`config.mk`:
```
export PLATFORM = sky130hd
export DESIGN_NAME = stepper_serial_setup_decoder
export DESIGN_NICKNAME = d
export VERILOG_FILES = /design/src/stepper_setup_pkg.sv /design/src/frame_store_if.sv /design/src/frame_byte_store.sv /design/src/stepper_serial_setup_decoder.sv
export SDC_FILE = /design/constraint.sdc
export NUM_CORES = 1
export LEC_CHECK = 0
export BUFFER_PORTS_ARGS = -buffer_cell sky130_fd_sc_hd__buf_2
export CAP_MARGIN = 20
export CORE_UTILIZATION = 62
export DETAILED_ROUTE_END_ITERATION = 10
export MAX_ROUTING_LAYER = met4
export PLACE_DENSITY = 0.89
export SETUP_SLACK_MARGIN = 0.15
export SLEW_MARGIN = 20
export SYNTH_ARGS = -nofsm -noshare
export SYNTH_HDL_FRONTEND = slang
export SYNTH_SLANG_ARGS = --single-unit
```
`constraint.sdc`:
```
create_clock -name mclk -period 2.5 [get_ports mclk]
set_input_delay 0.5 -clock mclk [delete_from_list [all_inputs] [get_ports mclk]]
set_output_delay 0.5 -clock mclk [all_outputs]
set_load 0.01 [all_outputs]
```
`src/stepper_setup_pkg.sv`:
```
package stepper_setup_pkg;

  localparam int FRAME_BYTES = 13;
  localparam int BYTE_W      = 8;

  // Byte positions inside the frame, counted from zero.
  localparam int IDX_FIRST_WAIT = 0;
  localparam int IDX_MAG_WAIT   = 1;
  localparam int IDX_CHOP_EXP   = 2;
  localparam int IDX_MON_POWER  = 3;
  localparam int IDX_DRIVE      = 4;
  localparam int IDX_COUNT      = 5;
  localparam int IDX_PERIOD_LO  = 6;
  localparam int IDX_PERIOD_HI  = 7;

  // Field layout of the chop and expander byte.
  localparam int CHOP_LSB = 0;
  localparam int CHOP_W   = 6;
  localparam int EXPANDER_OUT_ZERO_BIT = 6;
  localparam int EXPANDER_OUT_ONE_BIT = 7;

  // Field layout of the monitor select and power byte.
  localparam int MON_SEL_W = 7;
  localparam int POWER_BIT = 7;
  localparam int SEL_ENABLE  = 6;
  localparam int SEL_DIR     = 5;
  localparam int SEL_PULSE   = 4;
  localparam int SEL_PRESENT = 3;
  localparam int SEL_GATE    = 2;
  localparam int SEL_CHECK   = 1;
  localparam int SEL_CHOP    = 0;

  // Field layout of the first channel drive byte.
  localparam int ENABLE_BIT  = 7;
  localparam int DIR_BIT     = 6;
  localparam int CUR_LSB     = 0;
  localparam int CUR_W       = 5;
  localparam logic [CUR_W-1:0] CUR_CLAMP_MAX = 5'h0a;
  localparam logic [CUR_W-1:0] CUR_MIN_VALID = 5'h0b;

  // Timing in reference clock periods.
  localparam int REF_TICKS_PER_STEP = 1024;
  localparam int WAIT_SHIFT         = $clog2(REF_TICKS_PER_STEP);
  localparam int WAIT_CNT_W         = BYTE_W + WAIT_SHIFT;
  localparam int PULSES_PER_COUNT   = 4;
  localparam int PULSE_SHIFT        = $clog2(PULSES_PER_COUNT);
  localparam int PULSE_CNT_W        = BYTE_W + PULSE_SHIFT;
  localparam int PERIOD_W           = 2 * BYTE_W;
  localparam logic [WAIT_SHIFT-1:0]  WAIT_PAD  = '0;
  localparam logic [PULSE_SHIFT-1:0] PULSE_PAD = '0;
  localparam logic [WAIT_CNT_W-1:0]  WAIT_ONE  = 18'h00001;
  localparam logic [PULSE_CNT_W-1:0] PULSE_ONE = 10'h001;
  localparam logic [PERIOD_W-1:0]    PERIOD_ONE = 16'h0001;
  localparam logic [CHOP_W-1:0]      CHOP_ONE  = 6'h01;

  // Reset values of the held settings.
  localparam logic [1:0]           RST_EXP       = 2'h3;
  localparam logic [MON_SEL_W-1:0] RST_MON_SEL   = 7'h00;
  localparam logic [BYTE_W-1:0]    RST_WAIT      = 8'h01;
  localparam logic [CHOP_W-1:0]    RST_CHOP      = 6'h00;
  localparam logic [CUR_W-1:0]     RST_CUR       = 5'h0b;
  localparam logic [BYTE_W-1:0]    RST_COUNT     = 8'h00;
  localparam logic [PERIOD_W-1:0]  RST_PERIOD    = 16'h0001;

  typedef enum logic [4:0] {
    PH_IDLE  = 5'b00001,
    PH_FIRST = 5'b00010,
    PH_MAG   = 5'b00100,
    PH_PULSE = 5'b01000,
    PH_SAVE  = 5'b10000
  } phase_t;

endpackage : stepper_setup_pkg

```
`src/frame_store_if.sv`:
```
`timescale 1ns/1ps
`default_nettype none
interface frame_store_if;
  import stepper_setup_pkg::*;
  logic              bit_valid;
  logic              bit_data;
  logic              clear;
  logic [BYTE_W-1:0] byte_q [FRAME_BYTES];
  logic              sum_zero;
  logic              frame_full;

  modport store (input bit_valid, input bit_data, input clear,
                 output byte_q, output sum_zero, output frame_full);
  modport user  (output bit_valid, output bit_data, output clear,
                 input byte_q, input sum_zero, input frame_full);
endinterface : frame_store_if
`default_nettype wire

```
`src/frame_byte_store.sv`:
```
`timescale 1ns/1ps
`default_nettype none
module frame_byte_store
  import stepper_setup_pkg::*;
#(
  parameter int BYTES = FRAME_BYTES
)
(
  input  wire logic    mclk,
  input  wire logic    reset_n,
  frame_store_if.store bus
);
  localparam logic [3:0] BYTES_L = 4'(BYTES);

  logic [2:0]        bit_idx_q;
  logic [3:0]        byte_idx_q;
  logic [BYTE_W-1:0] shift_q;
  logic [BYTE_W-1:0] sum_q;
  logic [BYTE_W-1:0] mem_q [BYTES];

  // Bits arrive least significant first, so each new bit enters at the top.
  wire  [BYTE_W-1:0] shift_d   = {bus.bit_data, shift_q[BYTE_W-1:1]};
  wire               not_full  = (byte_idx_q != BYTES_L);
  wire               take_bit  = bus.bit_valid && not_full;
  wire               byte_done = take_bit && (bit_idx_q == 3'h7);

  always_ff @(posedge mclk)
  begin
    if (!reset_n || bus.clear)
    begin
      bit_idx_q  <= 3'h0;
      byte_idx_q <= 4'h0;
      shift_q    <= 8'h00;
      sum_q      <= 8'h00;
    end
    else if (take_bit)
    begin
      shift_q   <= shift_d;
      bit_idx_q <= bit_idx_q + 3'h1;
      if (byte_done)
      begin
        byte_idx_q <= byte_idx_q + 4'h1;
        sum_q      <= sum_q + shift_d;
      end
    end
  end

  // Storage keeps no reset; the user only reads it once a frame is full.
  always_ff @(posedge mclk)
  begin
    if (byte_done)
    begin
      mem_q[byte_idx_q] <= shift_d;
    end
  end

  assign bus.byte_q     = mem_q;
  assign bus.sum_zero   = (sum_q == 8'h00);
  assign bus.frame_full = !not_full;

endmodule : frame_byte_store
`default_nettype wire

```
`src/stepper_serial_setup_decoder.sv`:
```
// Summary of operation
// - Magnetize wait starts when first wait ends; lasts byte times 1024 reference periods.
// - A zero magnetize-wait byte is forbidden; such a frame is never latched.
// - Chopping frequency code comes from bits 0 to 5 of the third byte.
// - Expander bit 0 sinks its pin low; bit 1 leaves it floating.
// - Fourth byte bits 0 to 6 select monitor signals, one monitor per channel.
// - Select bits map enable, direction, pulse, present, gate, checksum/wait, chop/wait.
// - Several selected signals on one monitor are ORed together.
// - First wait flag spans first wait; combined flag spans both wait intervals.
// - Present flag shows pulses requested; gate flag shows pulses being generated.
// - Checksum status is high after a good frame, low after a bad one.
// - Fourth byte bit 7 high means normal mode, low means power save.
// - Fifth byte bit 7 low floats the bridge while counters keep running.
// - Fifth byte bit 6 low steps forward, high steps in reverse.
// - Fifth byte bit 5 is sent as zero and ignored here.
// - Fifth byte bits 0 to 4 feed the current reference converter.
// - Current codes up to ten are clamped to the lowest valid code.
// - Sixth byte times four gives the pulse count per frame period.
// - Pulses start only after both waits end, and stop at the next frame.
// - A nonzero byte sum inhibits stepping and drives checksum status low.
`timescale 1ns/1ps
`default_nettype none
module stepper_serial_setup_decoder
  import stepper_setup_pkg::*;
(
  input  wire logic             mclk,
  input  wire logic             reset_n,
  input  wire logic             serial_clk,
  input  wire logic             serial_data,
  input  wire logic             latch_in,
  input  wire logic             frame_sync,
  input  wire logic             ref_clk,
  input  wire logic [4:0]       second_channel_status,
  output logic                  expander_out_zero,
  output logic                  expander_out_zero_oe,
  output logic                  expander_out_one,
  output logic                  expander_out_one_oe,
  output logic                  first_channel_monitor,
  output logic                  second_channel_monitor,
  output logic                  first_channel_step,
  output logic                  first_channel_dir,
  output logic                  first_channel_bridge_on,
  output logic [CUR_W-1:0]      current_reference_setting,
  output logic [CHOP_W-1:0]     chop_frequency_code,
  output logic                  chop_wave,
  output logic                  power_save,
  output logic                  checksum_status,
  output logic                  first_wait_flag,
  output logic                  combined_wait_flag,
  output logic                  pulse_gate_flag,
  output logic                  pulse_present_flag
);

  frame_store_if fs_if ();

  frame_byte_store #(
    .BYTES (FRAME_BYTES)
  ) u_store (
    .mclk    (mclk),
    .reset_n (reset_n),
    .bus     (fs_if.store)
  );

  logic                   sclk_prev_q;
  logic                   latch_prev_q;
  logic                   vd_prev_q;
  logic                   ref_prev_q;
  logic [1:0]             exp_q;
  logic [MON_SEL_W-1:0]   mon_sel_q;
  logic                   normal_mode_q;
  logic                   ps_hold_q;
  logic [CHOP_W-1:0]      chop_code_q;
  logic [CHOP_W-1:0]      chop_cnt_q;
  logic                   chop_q;
  logic                   enable_q;
  logic                   dir_q;
  logic [CUR_W-1:0]       cur_q;
  logic [BYTE_W-1:0]      pcount_q;
  logic [PERIOD_W-1:0]    period_q;
  logic [BYTE_W-1:0]      wait_pend_q;
  logic [BYTE_W-1:0]      mag_pend_q;
  logic                   checksum_q;
  phase_t                 phase_q;
  phase_t                 phase_d;
  logic [WAIT_CNT_W-1:0]  wait_cnt_q;
  logic [WAIT_CNT_W-1:0]  wait_cnt_d;
  logic [PERIOD_W-1:0]    per_cnt_q;
  logic [PERIOD_W-1:0]    per_cnt_d;
  logic [PULSE_CNT_W-1:0] remain_q;
  logic [PULSE_CNT_W-1:0] remain_d;
  logic                   step_q;
  logic                   step_d;
  logic                   ff1_fall;

  wire serial_rise = serial_clk && !sclk_prev_q;
  wire latch_fall  = !latch_in && latch_prev_q;
  wire vd_rise     = frame_sync && !vd_prev_q;
  wire ref_tick    = ref_clk && !ref_prev_q;

  // Bits enter the store least significant first.
  assign fs_if.bit_valid = serial_rise;
  assign fs_if.bit_data  = serial_data;
  assign fs_if.clear     = latch_fall;

  wire [BYTE_W-1:0] b_first  = fs_if.byte_q[IDX_FIRST_WAIT];
  wire [BYTE_W-1:0] b_mag    = fs_if.byte_q[IDX_MAG_WAIT];
  wire [BYTE_W-1:0] b_chop   = fs_if.byte_q[IDX_CHOP_EXP];
  wire [BYTE_W-1:0] b_mon    = fs_if.byte_q[IDX_MON_POWER];
  wire [BYTE_W-1:0] b_drive  = fs_if.byte_q[IDX_DRIVE];
  wire [BYTE_W-1:0] b_count  = fs_if.byte_q[IDX_COUNT];
  wire [PERIOD_W-1:0] b_period = {fs_if.byte_q[IDX_PERIOD_HI],
                                  fs_if.byte_q[IDX_PERIOD_LO]};

  wire frame_good   = fs_if.frame_full && fs_if.sum_zero;
  // Either wait byte at zero would wrap its wait counter and stall the wait sequence, so such frames are dropped.
  wire frame_accept = latch_fall && frame_good
                      && (b_mag != 8'h00) && (b_first != 8'h00);
  wire period_valid = (b_period != 16'h0000);

  wire [CUR_W-1:0] cur_raw   = b_drive[CUR_LSB +: CUR_W];
  wire [CUR_W-1:0] cur_clamp = (cur_raw <= CUR_CLAMP_MAX) ? CUR_MIN_VALID
                                                          : cur_raw;

  wire chop_run  = normal_mode_q && (chop_code_q != 6'h00);
  wire chop_wrap = (chop_cnt_q >= chop_code_q - CHOP_ONE);

  wire ff1_now   = (phase_q == PH_FIRST) || (phase_q == PH_SAVE);
  wire ff2_now   = (phase_q == PH_FIRST) || (phase_q == PH_MAG);
  // The gate stays open until the last step pulse has ended, not only while counting.
  wire gate_now  = (phase_q == PH_PULSE) || step_q;
  wire pres_now  = (pcount_q != 8'h00);
  wire bridge_now = enable_q && normal_mode_q && !ps_hold_q;

  wire [MON_SEL_W-1:0] first_sources;
  wire [MON_SEL_W-1:0] second_sources;
  assign first_sources[SEL_ENABLE]   = bridge_now;
  assign first_sources[SEL_DIR]      = dir_q;
  assign first_sources[SEL_PULSE]    = step_q;
  assign first_sources[SEL_PRESENT]  = pres_now;
  assign first_sources[SEL_GATE]     = gate_now;
  assign first_sources[SEL_CHECK]    = checksum_q;
  assign first_sources[SEL_CHOP]     = chop_q;
  assign second_sources[SEL_ENABLE:SEL_GATE] = second_channel_status;
  assign second_sources[SEL_CHECK]   = ff2_now;
  assign second_sources[SEL_CHOP]    = ff1_now;

  wire first_mon_d  = |(mon_sel_q & first_sources);
  wire second_mon_d = |(mon_sel_q & second_sources);

  always_ff @(posedge mclk)
  begin
    if (!reset_n)
    begin
      sclk_prev_q  <= 1'b0;
      latch_prev_q <= 1'b0;
      vd_prev_q    <= 1'b0;
      ref_prev_q   <= 1'b0;
    end
    else
    begin
      sclk_prev_q  <= serial_clk;
      latch_prev_q <= latch_in;
      vd_prev_q    <= frame_sync;
      ref_prev_q   <= ref_clk;
    end
  end

  // Settings taken from an accepted frame at the latch falling edge.
  always_ff @(posedge mclk)
  begin
    if (!reset_n)
    begin
      exp_q         <= RST_EXP;
      mon_sel_q     <= RST_MON_SEL;
      normal_mode_q <= 1'b1;
      chop_code_q   <= RST_CHOP;
      enable_q      <= 1'b0;
      dir_q         <= 1'b0;
      cur_q         <= RST_CUR;
      pcount_q      <= RST_COUNT;
      period_q      <= RST_PERIOD;
      wait_pend_q   <= RST_WAIT;
      mag_pend_q    <= RST_WAIT;
    end
    else if (frame_accept)
    begin
      exp_q         <= {b_chop[EXPANDER_OUT_ONE_BIT], b_chop[EXPANDER_OUT_ZERO_BIT]};
      mon_sel_q     <= b_mon[MON_SEL_W-1:0];
      normal_mode_q <= b_mon[POWER_BIT];
      chop_code_q   <= b_chop[CHOP_LSB +: CHOP_W];
      enable_q      <= b_drive[ENABLE_BIT];
      dir_q         <= b_drive[DIR_BIT];
      cur_q         <= cur_clamp;
      pcount_q      <= b_count;
      wait_pend_q   <= b_first;
      mag_pend_q    <= b_mag;
      if (period_valid)
      begin
        period_q <= b_period;
      end
    end
  end

  // Every latch reports the checksum, whether or not the frame is taken.
  always_ff @(posedge mclk)
  begin
    if (!reset_n)
    begin
      checksum_q <= 1'b1;
    end
    else if (latch_fall)
    begin
      checksum_q <= frame_good;
    end
  end

  // Bridge stays off after a power save until the first wait next ends in normal mode.
  always_ff @(posedge mclk)
  begin
    if (!reset_n)
    begin
      ps_hold_q <= 1'b0;
    end
    else if (!normal_mode_q)
    begin
      ps_hold_q <= 1'b1;
    end
    else if (ff1_fall)
    begin
      ps_hold_q <= 1'b0;
    end
  end

  // The divider toggles every code reference ticks; it only approximates the real table.
  always_ff @(posedge mclk)
  begin
    if (!reset_n || !chop_run)
    begin
      chop_cnt_q <= 6'h00;
      chop_q     <= 1'b0;
    end
    else if (ref_tick)
    begin
      chop_cnt_q <= chop_wrap ? 6'h00 : chop_cnt_q + CHOP_ONE;
      chop_q     <= chop_wrap ? !chop_q : chop_q;
    end
  end

  always_comb
  begin
    phase_d    = phase_q;
    wait_cnt_d = wait_cnt_q;
    per_cnt_d  = per_cnt_q;
    remain_d   = remain_q;
    step_d     = step_q && !ref_tick;
    ff1_fall   = 1'b0;
    if (vd_rise)
    begin
      step_d = 1'b0;
      if (!normal_mode_q)
      begin
        phase_d = PH_SAVE;
      end
      else
      begin
        phase_d    = PH_FIRST;
        wait_cnt_d = {wait_pend_q, WAIT_PAD};
      end
    end
    else if (ref_tick)
    begin
      unique case (phase_q)
        PH_IDLE, PH_SAVE:
        begin
          phase_d = phase_q;
        end
        PH_FIRST:
        begin
          if (wait_cnt_q == WAIT_ONE)
          begin
            phase_d    = PH_MAG;
            wait_cnt_d = {mag_pend_q, WAIT_PAD};
            ff1_fall   = 1'b1;
          end
          else
          begin
            wait_cnt_d = wait_cnt_q - WAIT_ONE;
          end
        end
        PH_MAG:
        begin
          if (wait_cnt_q != WAIT_ONE)
          begin
            wait_cnt_d = wait_cnt_q - WAIT_ONE;
          end
          else if (checksum_q && pres_now)
          begin
            phase_d   = PH_PULSE;
            remain_d  = {pcount_q, PULSE_PAD};
            per_cnt_d = period_q;
          end
          else
          begin
            phase_d = PH_IDLE;
          end
        end
        PH_PULSE:
        begin
          if (!checksum_q)
          begin
            phase_d = PH_IDLE;
          end
          else if (per_cnt_q == PERIOD_ONE)
          begin
            step_d    = 1'b1;
            per_cnt_d = period_q;
            remain_d  = remain_q - PULSE_ONE;
            if (remain_q == PULSE_ONE)
            begin
              phase_d = PH_IDLE;
            end
          end
          else
          begin
            per_cnt_d = per_cnt_q - PERIOD_ONE;
          end
        end
      endcase
    end
  end

  always_ff @(posedge mclk)
  begin
    if (!reset_n)
    begin
      phase_q    <= PH_IDLE;
      wait_cnt_q <= '0;
      per_cnt_q  <= '0;
      remain_q   <= '0;
      step_q     <= 1'b0;
    end
    else
    begin
      phase_q    <= phase_d;
      wait_cnt_q <= wait_cnt_d;
      per_cnt_q  <= per_cnt_d;
      remain_q   <= remain_d;
      step_q     <= step_d;
    end
  end

  always_ff @(posedge mclk)
  begin
    if (!reset_n)
    begin
      expander_out_zero         <= 1'b0;
      expander_out_zero_oe      <= 1'b0;
      expander_out_one          <= 1'b0;
      expander_out_one_oe       <= 1'b0;
      first_channel_monitor     <= 1'b0;
      second_channel_monitor    <= 1'b0;
      first_channel_step        <= 1'b0;
      first_channel_dir         <= 1'b0;
      first_channel_bridge_on   <= 1'b0;
      current_reference_setting <= RST_CUR;
      chop_frequency_code       <= RST_CHOP;
      chop_wave                 <= 1'b0;
      power_save                <= 1'b0;
      checksum_status           <= 1'b1;
      first_wait_flag           <= 1'b0;
      combined_wait_flag        <= 1'b0;
      pulse_gate_flag           <= 1'b0;
      pulse_present_flag        <= 1'b0;
    end
    else
    begin
      expander_out_zero         <= 1'b0;
      expander_out_zero_oe      <= !exp_q[0];
      expander_out_one          <= 1'b0;
      expander_out_one_oe       <= !exp_q[1];
      first_channel_monitor     <= first_mon_d;
      second_channel_monitor    <= second_mon_d;
      first_channel_step        <= step_q && bridge_now;
      first_channel_dir         <= dir_q;
      first_channel_bridge_on   <= bridge_now;
      current_reference_setting <= cur_q;
      chop_frequency_code       <= chop_code_q;
      chop_wave                 <= chop_q;
      power_save                <= !normal_mode_q;
      checksum_status           <= checksum_q;
      first_wait_flag           <= ff1_now;
      combined_wait_flag        <= ff2_now;
      pulse_gate_flag           <= gate_now;
      pulse_present_flag        <= pres_now;
    end
  end

endmodule : stepper_serial_setup_decoder
`default_nettype wire

```
==> results of run 1 <==
## registers in the layout (all words and copies together) (netlist names), 8 cells and up, named ones only
signal and count:
u_store.bus.byte_q 63, wait_cnt_q 18, per_cnt_q 16, period_q 16, remain_q 10, mag_pend_q 8, pcount_q 8, u_store.sum_q 8
wait_pend_q 8
## metrics by stage
stage / total power (W) / cells / instance area (um^2) / util [%] / worst slack (ns)
2_1_floorplan: 0.00440 / 1066 / 10200 / - / 0.322
3_3_place_gp: 0.00452 / 1303 / 10700 / 67.2 / 0.200
3_5_place_dp: 0.00453 / 1303 / 10700 / 67.2 / 0.103
4_1_cts: 0.00826 / 1350 / 11600 / 72.7 / 0.155
5_1_grt: 0.00850 / 1354 / 11700 / 73.4 / 0.126
6_report: 0.00826 / 1354 / 11700 / 73.4 / 0.173
## final cells by class
class	count	area, um^2
clock buffer	32	693
clock inverter	12	154
fill	1036	4250
inverter	27	101
multi-input combinational	745	4520
sequential	236	5360
tap	216	270
timing repair buffer	86	601
## layer usage
metal,track usage [%],part of all wire [%]
met1,37.3,40
met2,50.5,48
met3,4.72,7.0
met4,13.5,4.4
met5,-,0
## cell families after synthesis
family,Yosys count,share of synthesized area [%]
AO/OA/AOI/OAI,223,13.8
XOR/XNOR,30,2.58
adder cells (fa/ha/maj),29,3.64
buffers and inverters,85,3.69
flip-flops,236,52.7
multiplexers,24,2.36
other,1,0.0369
AND/OR/NAND/NOR,437,21.3
## timing repair
action                     CTS  global route
setup buffers                3             4
resized for setup            8            17
pin swaps                    3             3
setup endpoints to repair   70           135
## path summary, 6_finish.rpt
| check | end | slack (ns) |
|---|---|---|
| worst max-delay path | period_q[12] | 0.17 |
| worst min-delay path | latch_prev_q | 0.18 |
| worst max register to register | period_q[12] | 0.17 |
| worst min register to register | current_reference_setting[1] | 0.43 |
## cells in the final DEF, fill, tap and decap left out, types with 24 or more instances in the layout
master / instances
dfxtp_1: 173
nand2_1: 147
a21oi_1: 107
nor2_1: 104
edfxtp_1: 63
buf_4: 45
buf_2: 36
o21ai_0: 33
nand3_1: 29
ha_1: 28
inv_1: 26
clkbuf_16: 26
nor4_1: 25
mux2i_1: 24
## power breakdown
part | switching (W) | internal (W)
Sequential | 0.0000544 | 0.00395
Combinational | 0.000297 | 0.000195
Clock | 0.00150 | 0.00227
Total | 0.00185 | 0.00641
==> flow_metrics.tcl, run 1 <==
set metrics [dict create \
    outcome "finished clean" \
    drc 0 \
    initial_core_util_pct 63.8 \
    antenna_cells 0 \
    slew_viol_final 0 \
    synth_edf_count 63 \
    setup_tns_ns 0 \
    drive_above_1_share_pct 14.5 \
    yosysWarnings 0 \
    crit_family "simple AND/OR/NAND/NOR gates" \
    grt_usage_pct 30.6 \
    routedWlPerCell_um 18.7 \
    worst_setup_path_start_kind "register" \
    synth_top_area_share_pct 34.1 \
    cp.depth 7 \
    htree_levels 1 \
    arrival_ns 2.72 \
    grt_pass1_wl_um 39500 \
    required_ns 2.90 \
    die_w_um 130 \
    ys.flop_type "dfxtp_1" \
    grt_pass1_vias 8027 \
    cp-startpoint "u_store.byte_idx_q[0]" \
    synthToLayoutAreaGrowth_pct 15.0 \
    slew_headroom_pct 51.1 \
    setup-violations-final 0 \
    clock_sink_count 236 \
    period_share_pct 93.1 \
    portBuffers 36 \
    grt_max_degree 56 \
    tightest_slew_ns 0.727 \
    first_iter_violations 894 \
    leakagePower_nw 4.44 \
    worstHoldPathType "in2reg" \
    reg2reg_from "u_store.byte_idx_q[0]" \
    dr_total_vias 8436 \
    synth_area_um2 10200 \
    endpoint_kind "register" \
    seq_area_frac_synth_pct 52.7 \
    clockRootBuffer "clkbuf_16" \
    core_area_um2 15900 \
    dpl.hpwl_um 15800 \
    rsz0062_at_grt "true" \
    synth.most_common_cell "dfxtp_1" \
    grt_overflow_total 0 \
    layout.nets 1161 \
    crit_path_cell_trace "ha_1 > nand3_1 > nor4_1 > and3_1 > nand2_4 > mux2i_1 > nor2_1" \
    netlist_instances 1065 \
    ys_top_cells_by_area "dfxtp_1 34%, edfxtp_1 19%, nand2_1 5.4%" \
    finalHoldViolations 0 \
    crit_path_max_incr_delay_ns 0.45 \
    power_density_nw_per_um2 706 \
    cp_max_fo 16 \
    slowest_stage "dfxtp_1" \
    holdWs_ns 0.184 \
    max_freq_mhz 430 \
    hold_depth 2 \
    die_y_um 130 \
    crit_type "reg2reg" \
    skew_ns 0.0240 \
    ys_ff_latch 236 \
    synthTopCellsByCount "173 x dfxtp_1, 147 x nand2_1, 107 x a21oi_1" \
    row_count 46 \
    routabilityCongestion 0.916 \
    period_needed_ns 2.33 \
    path_buf_inv 0 \
    dr.pass1.iters 6 \
    postSynthAreaPerCell_um2 9.55 \
    ff2ff_path_depth 7 \
    cts_tree "done" \
    cts.clk_slew.worst_paths_ns 0.06 \
    ir_drop_v 0.000574 \
    insertion_delay_ns 0.53 \
    drv_cap 0 \
    ios 39 \
    async_reset_ff_share_pct 0 \
    cts_buffers 24 \
    synth_cell_types 72 \
    holdCritStartpoint "latch_in" \
    synth_area_leader_cell "dfxtp_1" \
    avgViaCountPerCell 6.23 \
    ctsLongestPathBuffers 3 \
    cts_hold_buf 0 \
    antenna_found_initial 0 \
    drt_wl_total_um 25300 \
    antenna_left 0 \
    die-area_um2 16900 \
]
Power figures use the tool's default switching activity.
==> run 2: changes to the inputs <==
--- a/config.mk
+++ b/config.mk
@@ -9,7 +9,6 @@
 export CAP_MARGIN = 20
 export CORE_UTILIZATION = 62
 export DETAILED_ROUTE_END_ITERATION = 10
-export MAX_ROUTING_LAYER = met4
 export PLACE_DENSITY = 0.89
 export SETUP_SLACK_MARGIN = 0.15
 export SLEW_MARGIN = 20
==> flow_metrics.tcl, run 2 (synthesis gave the netlist of run 1 again) <==
set metrics [dict create \
    cts_buffers 24 \
    cts.clk_slew.worst_paths_ns 0.06 \
    worst_setup_path_start_kind "register" \
    dr_total_vias 8423 \
    avgViaCountPerCell 6.20 \
    core_area_um2 15900 \
    arrival_ns 2.72 \
    period_share_pct 92.7 \
    drive_above_1_share_pct 15.1 \
    met2WireLength_um 12700 \
    cts_hold_buf 0 \
    clockRootBuffer "clkbuf_16" \
    drv_cap 0 \
    layout_commonest_cell "dfxtp_1" \
    routedWlPerCell_um 18.8 \
    rsz0062_at_grt "true" \
    skew_ns 0.0129 \
    drt_wl_total_um 25600 \
    crit_path_max_incr_delay_ns 0.57 \
    first_iter_violations 1064 \
    reg2reg_from "u_store.sum_q[2]" \
    cp_max_fo 17 \
    crit_path_cell_trace "or4_1 > or4_4 > a21oi_4 > nand2_2 > buf_4 > nor3b_2 > o21ai_1" \
    endpoint_kind "register" \
    ir_drop_v 0.000521 \
    dr.pass1.iters 8 \
    crit_type "reg2reg" \
    initial_core_util_pct 63.8 \
    portBuffers 36 \
    slew_viol_final 0 \
    max_freq_mhz 432 \
    slew_headroom_pct 56.5 \
    antenna_left 0 \
    setup-violations-final 0 \
    slowest_stage "or4_4" \
    largest_reg_flops 63 \
    multiInputGateArea_um2 4560 \
    setup_tns_ns 0 \
    worstHoldPathType "in2reg" \
    nFillCells 1048 \
    period_needed_ns 2.32 \
    routed-wl-met3_um 1790 \
    holdCritStartpoint "latch_in" \
    die-area_um2 16900 \
    power_w 0.00815 \
    cp-startpoint "u_store.sum_q[2]" \
    tightest_slew_ns 0.646 \
    antenna_found_initial 0 \
    fin_util_pct 73.4 \
    grt_pass1_wl_um 40400 \
    maxUsedRoutingLayer "met4" \
    grt_usage_pct 30.4 \
    leakagePower_nw 4.42 \
    grt_pass1_vias 8090 \
    finalHoldViolations 0 \
    clock_sink_count 236 \
    routabilityCongestion 0.880 \
    wl_met1_um 10200 \
    dpl.hpwl_um 16200 \
    cts_tree "done" \
    grt_max_degree 53 \
    layout.nets 1166 \
    final_cell_mix "173 x dfxtp_1, 147 x nand2_1, 106 x a21oi_1" \
    htree_levels 1 \
    final-seq-area_um2 5360 \
    ios 39 \
    outcome "finished clean" \
    design_area_um2 11700 \
    antenna_cells 0 \
    ctsLongestPathBuffers 3 \
    ff2ff_setup_slack_ns 0.18 \
    insertion_delay_ns 0.53 \
    row_count 46 \
    required_ns 2.90 \
    power_density_nw_per_um2 696 \
    die_y_um 130 \
    drc 0 \
    grt_overflow_total 0 \
    placed_area_um2 10700 \
    die_w_um 130 \
    synthToLayoutAreaGrowth_pct 15.1 \
]
run 2: per-stage QoR:
stage / hold slack (ns) / cells / worst slack, ns
2_1_floorplan: 0.392 / 1066 / 0.322
3_3_place_gp: 0.426 / 1307 / 0.173
3_5_place_dp: 0.427 / 1307 / 0.101
4_1_cts: 0.185 / 1352 / 0.160
5_1_grt: 0.192 / 1359 / 0.108
6_report: 0.194 / 1359 / 0.183
run 2: repair_timing:
item	4_1_cts	5_1_grt
gates cloned	0	0
buffers inserted	1	7
gates resized for setup	9	18
setup endpoints to repair	53	118
pin swaps	1	5
run 2: layout make-up:
cell class,instances,area share (%)
sequential,236,45.8
multi-input combinational,745,39.0
clock buffer,34,5.54
timing repair buffer,91,5.31
tap,216,2.31
clock inverter,10,1.26
inverter,27,0.866
run 2: where the power goes:
part / total (W) / switching [W] / internal (W)
sequential: 0.00400 / 0.0000555 / 0.00395
clock: 0.00363 / 0.00150 / 0.00213
combinational: 0.000515 / 0.000303 / 0.000212
run 2: worst max-delay path, delay by kind of cell, from the launching register on:
kind            cells  cell delay, ns
compound gates      2            0.26
flops               1            0.32
buf+inv             1            0.21
simple gates        4            1.40
run 2: routing by layer:
| layer | up-vias | GRT usage [%] |
|---|---|---|
| met3 | 92 | 4.88 |
| met4 | 0 | 13.2 |
| met1 | 3985 | 37.5 |
| met2 | 429 | 52.6 |
| li1 | 3917 | - |
| met5 | - | 0 |
run 2: worst paths after layout:
check                                 end  depth (start not counted)
max reg2reg                      cur_q[3]                          7
min                          latch_prev_q                          2
max                              cur_q[3]                          7
min reg2reg  current_reference_setting[0]                          1
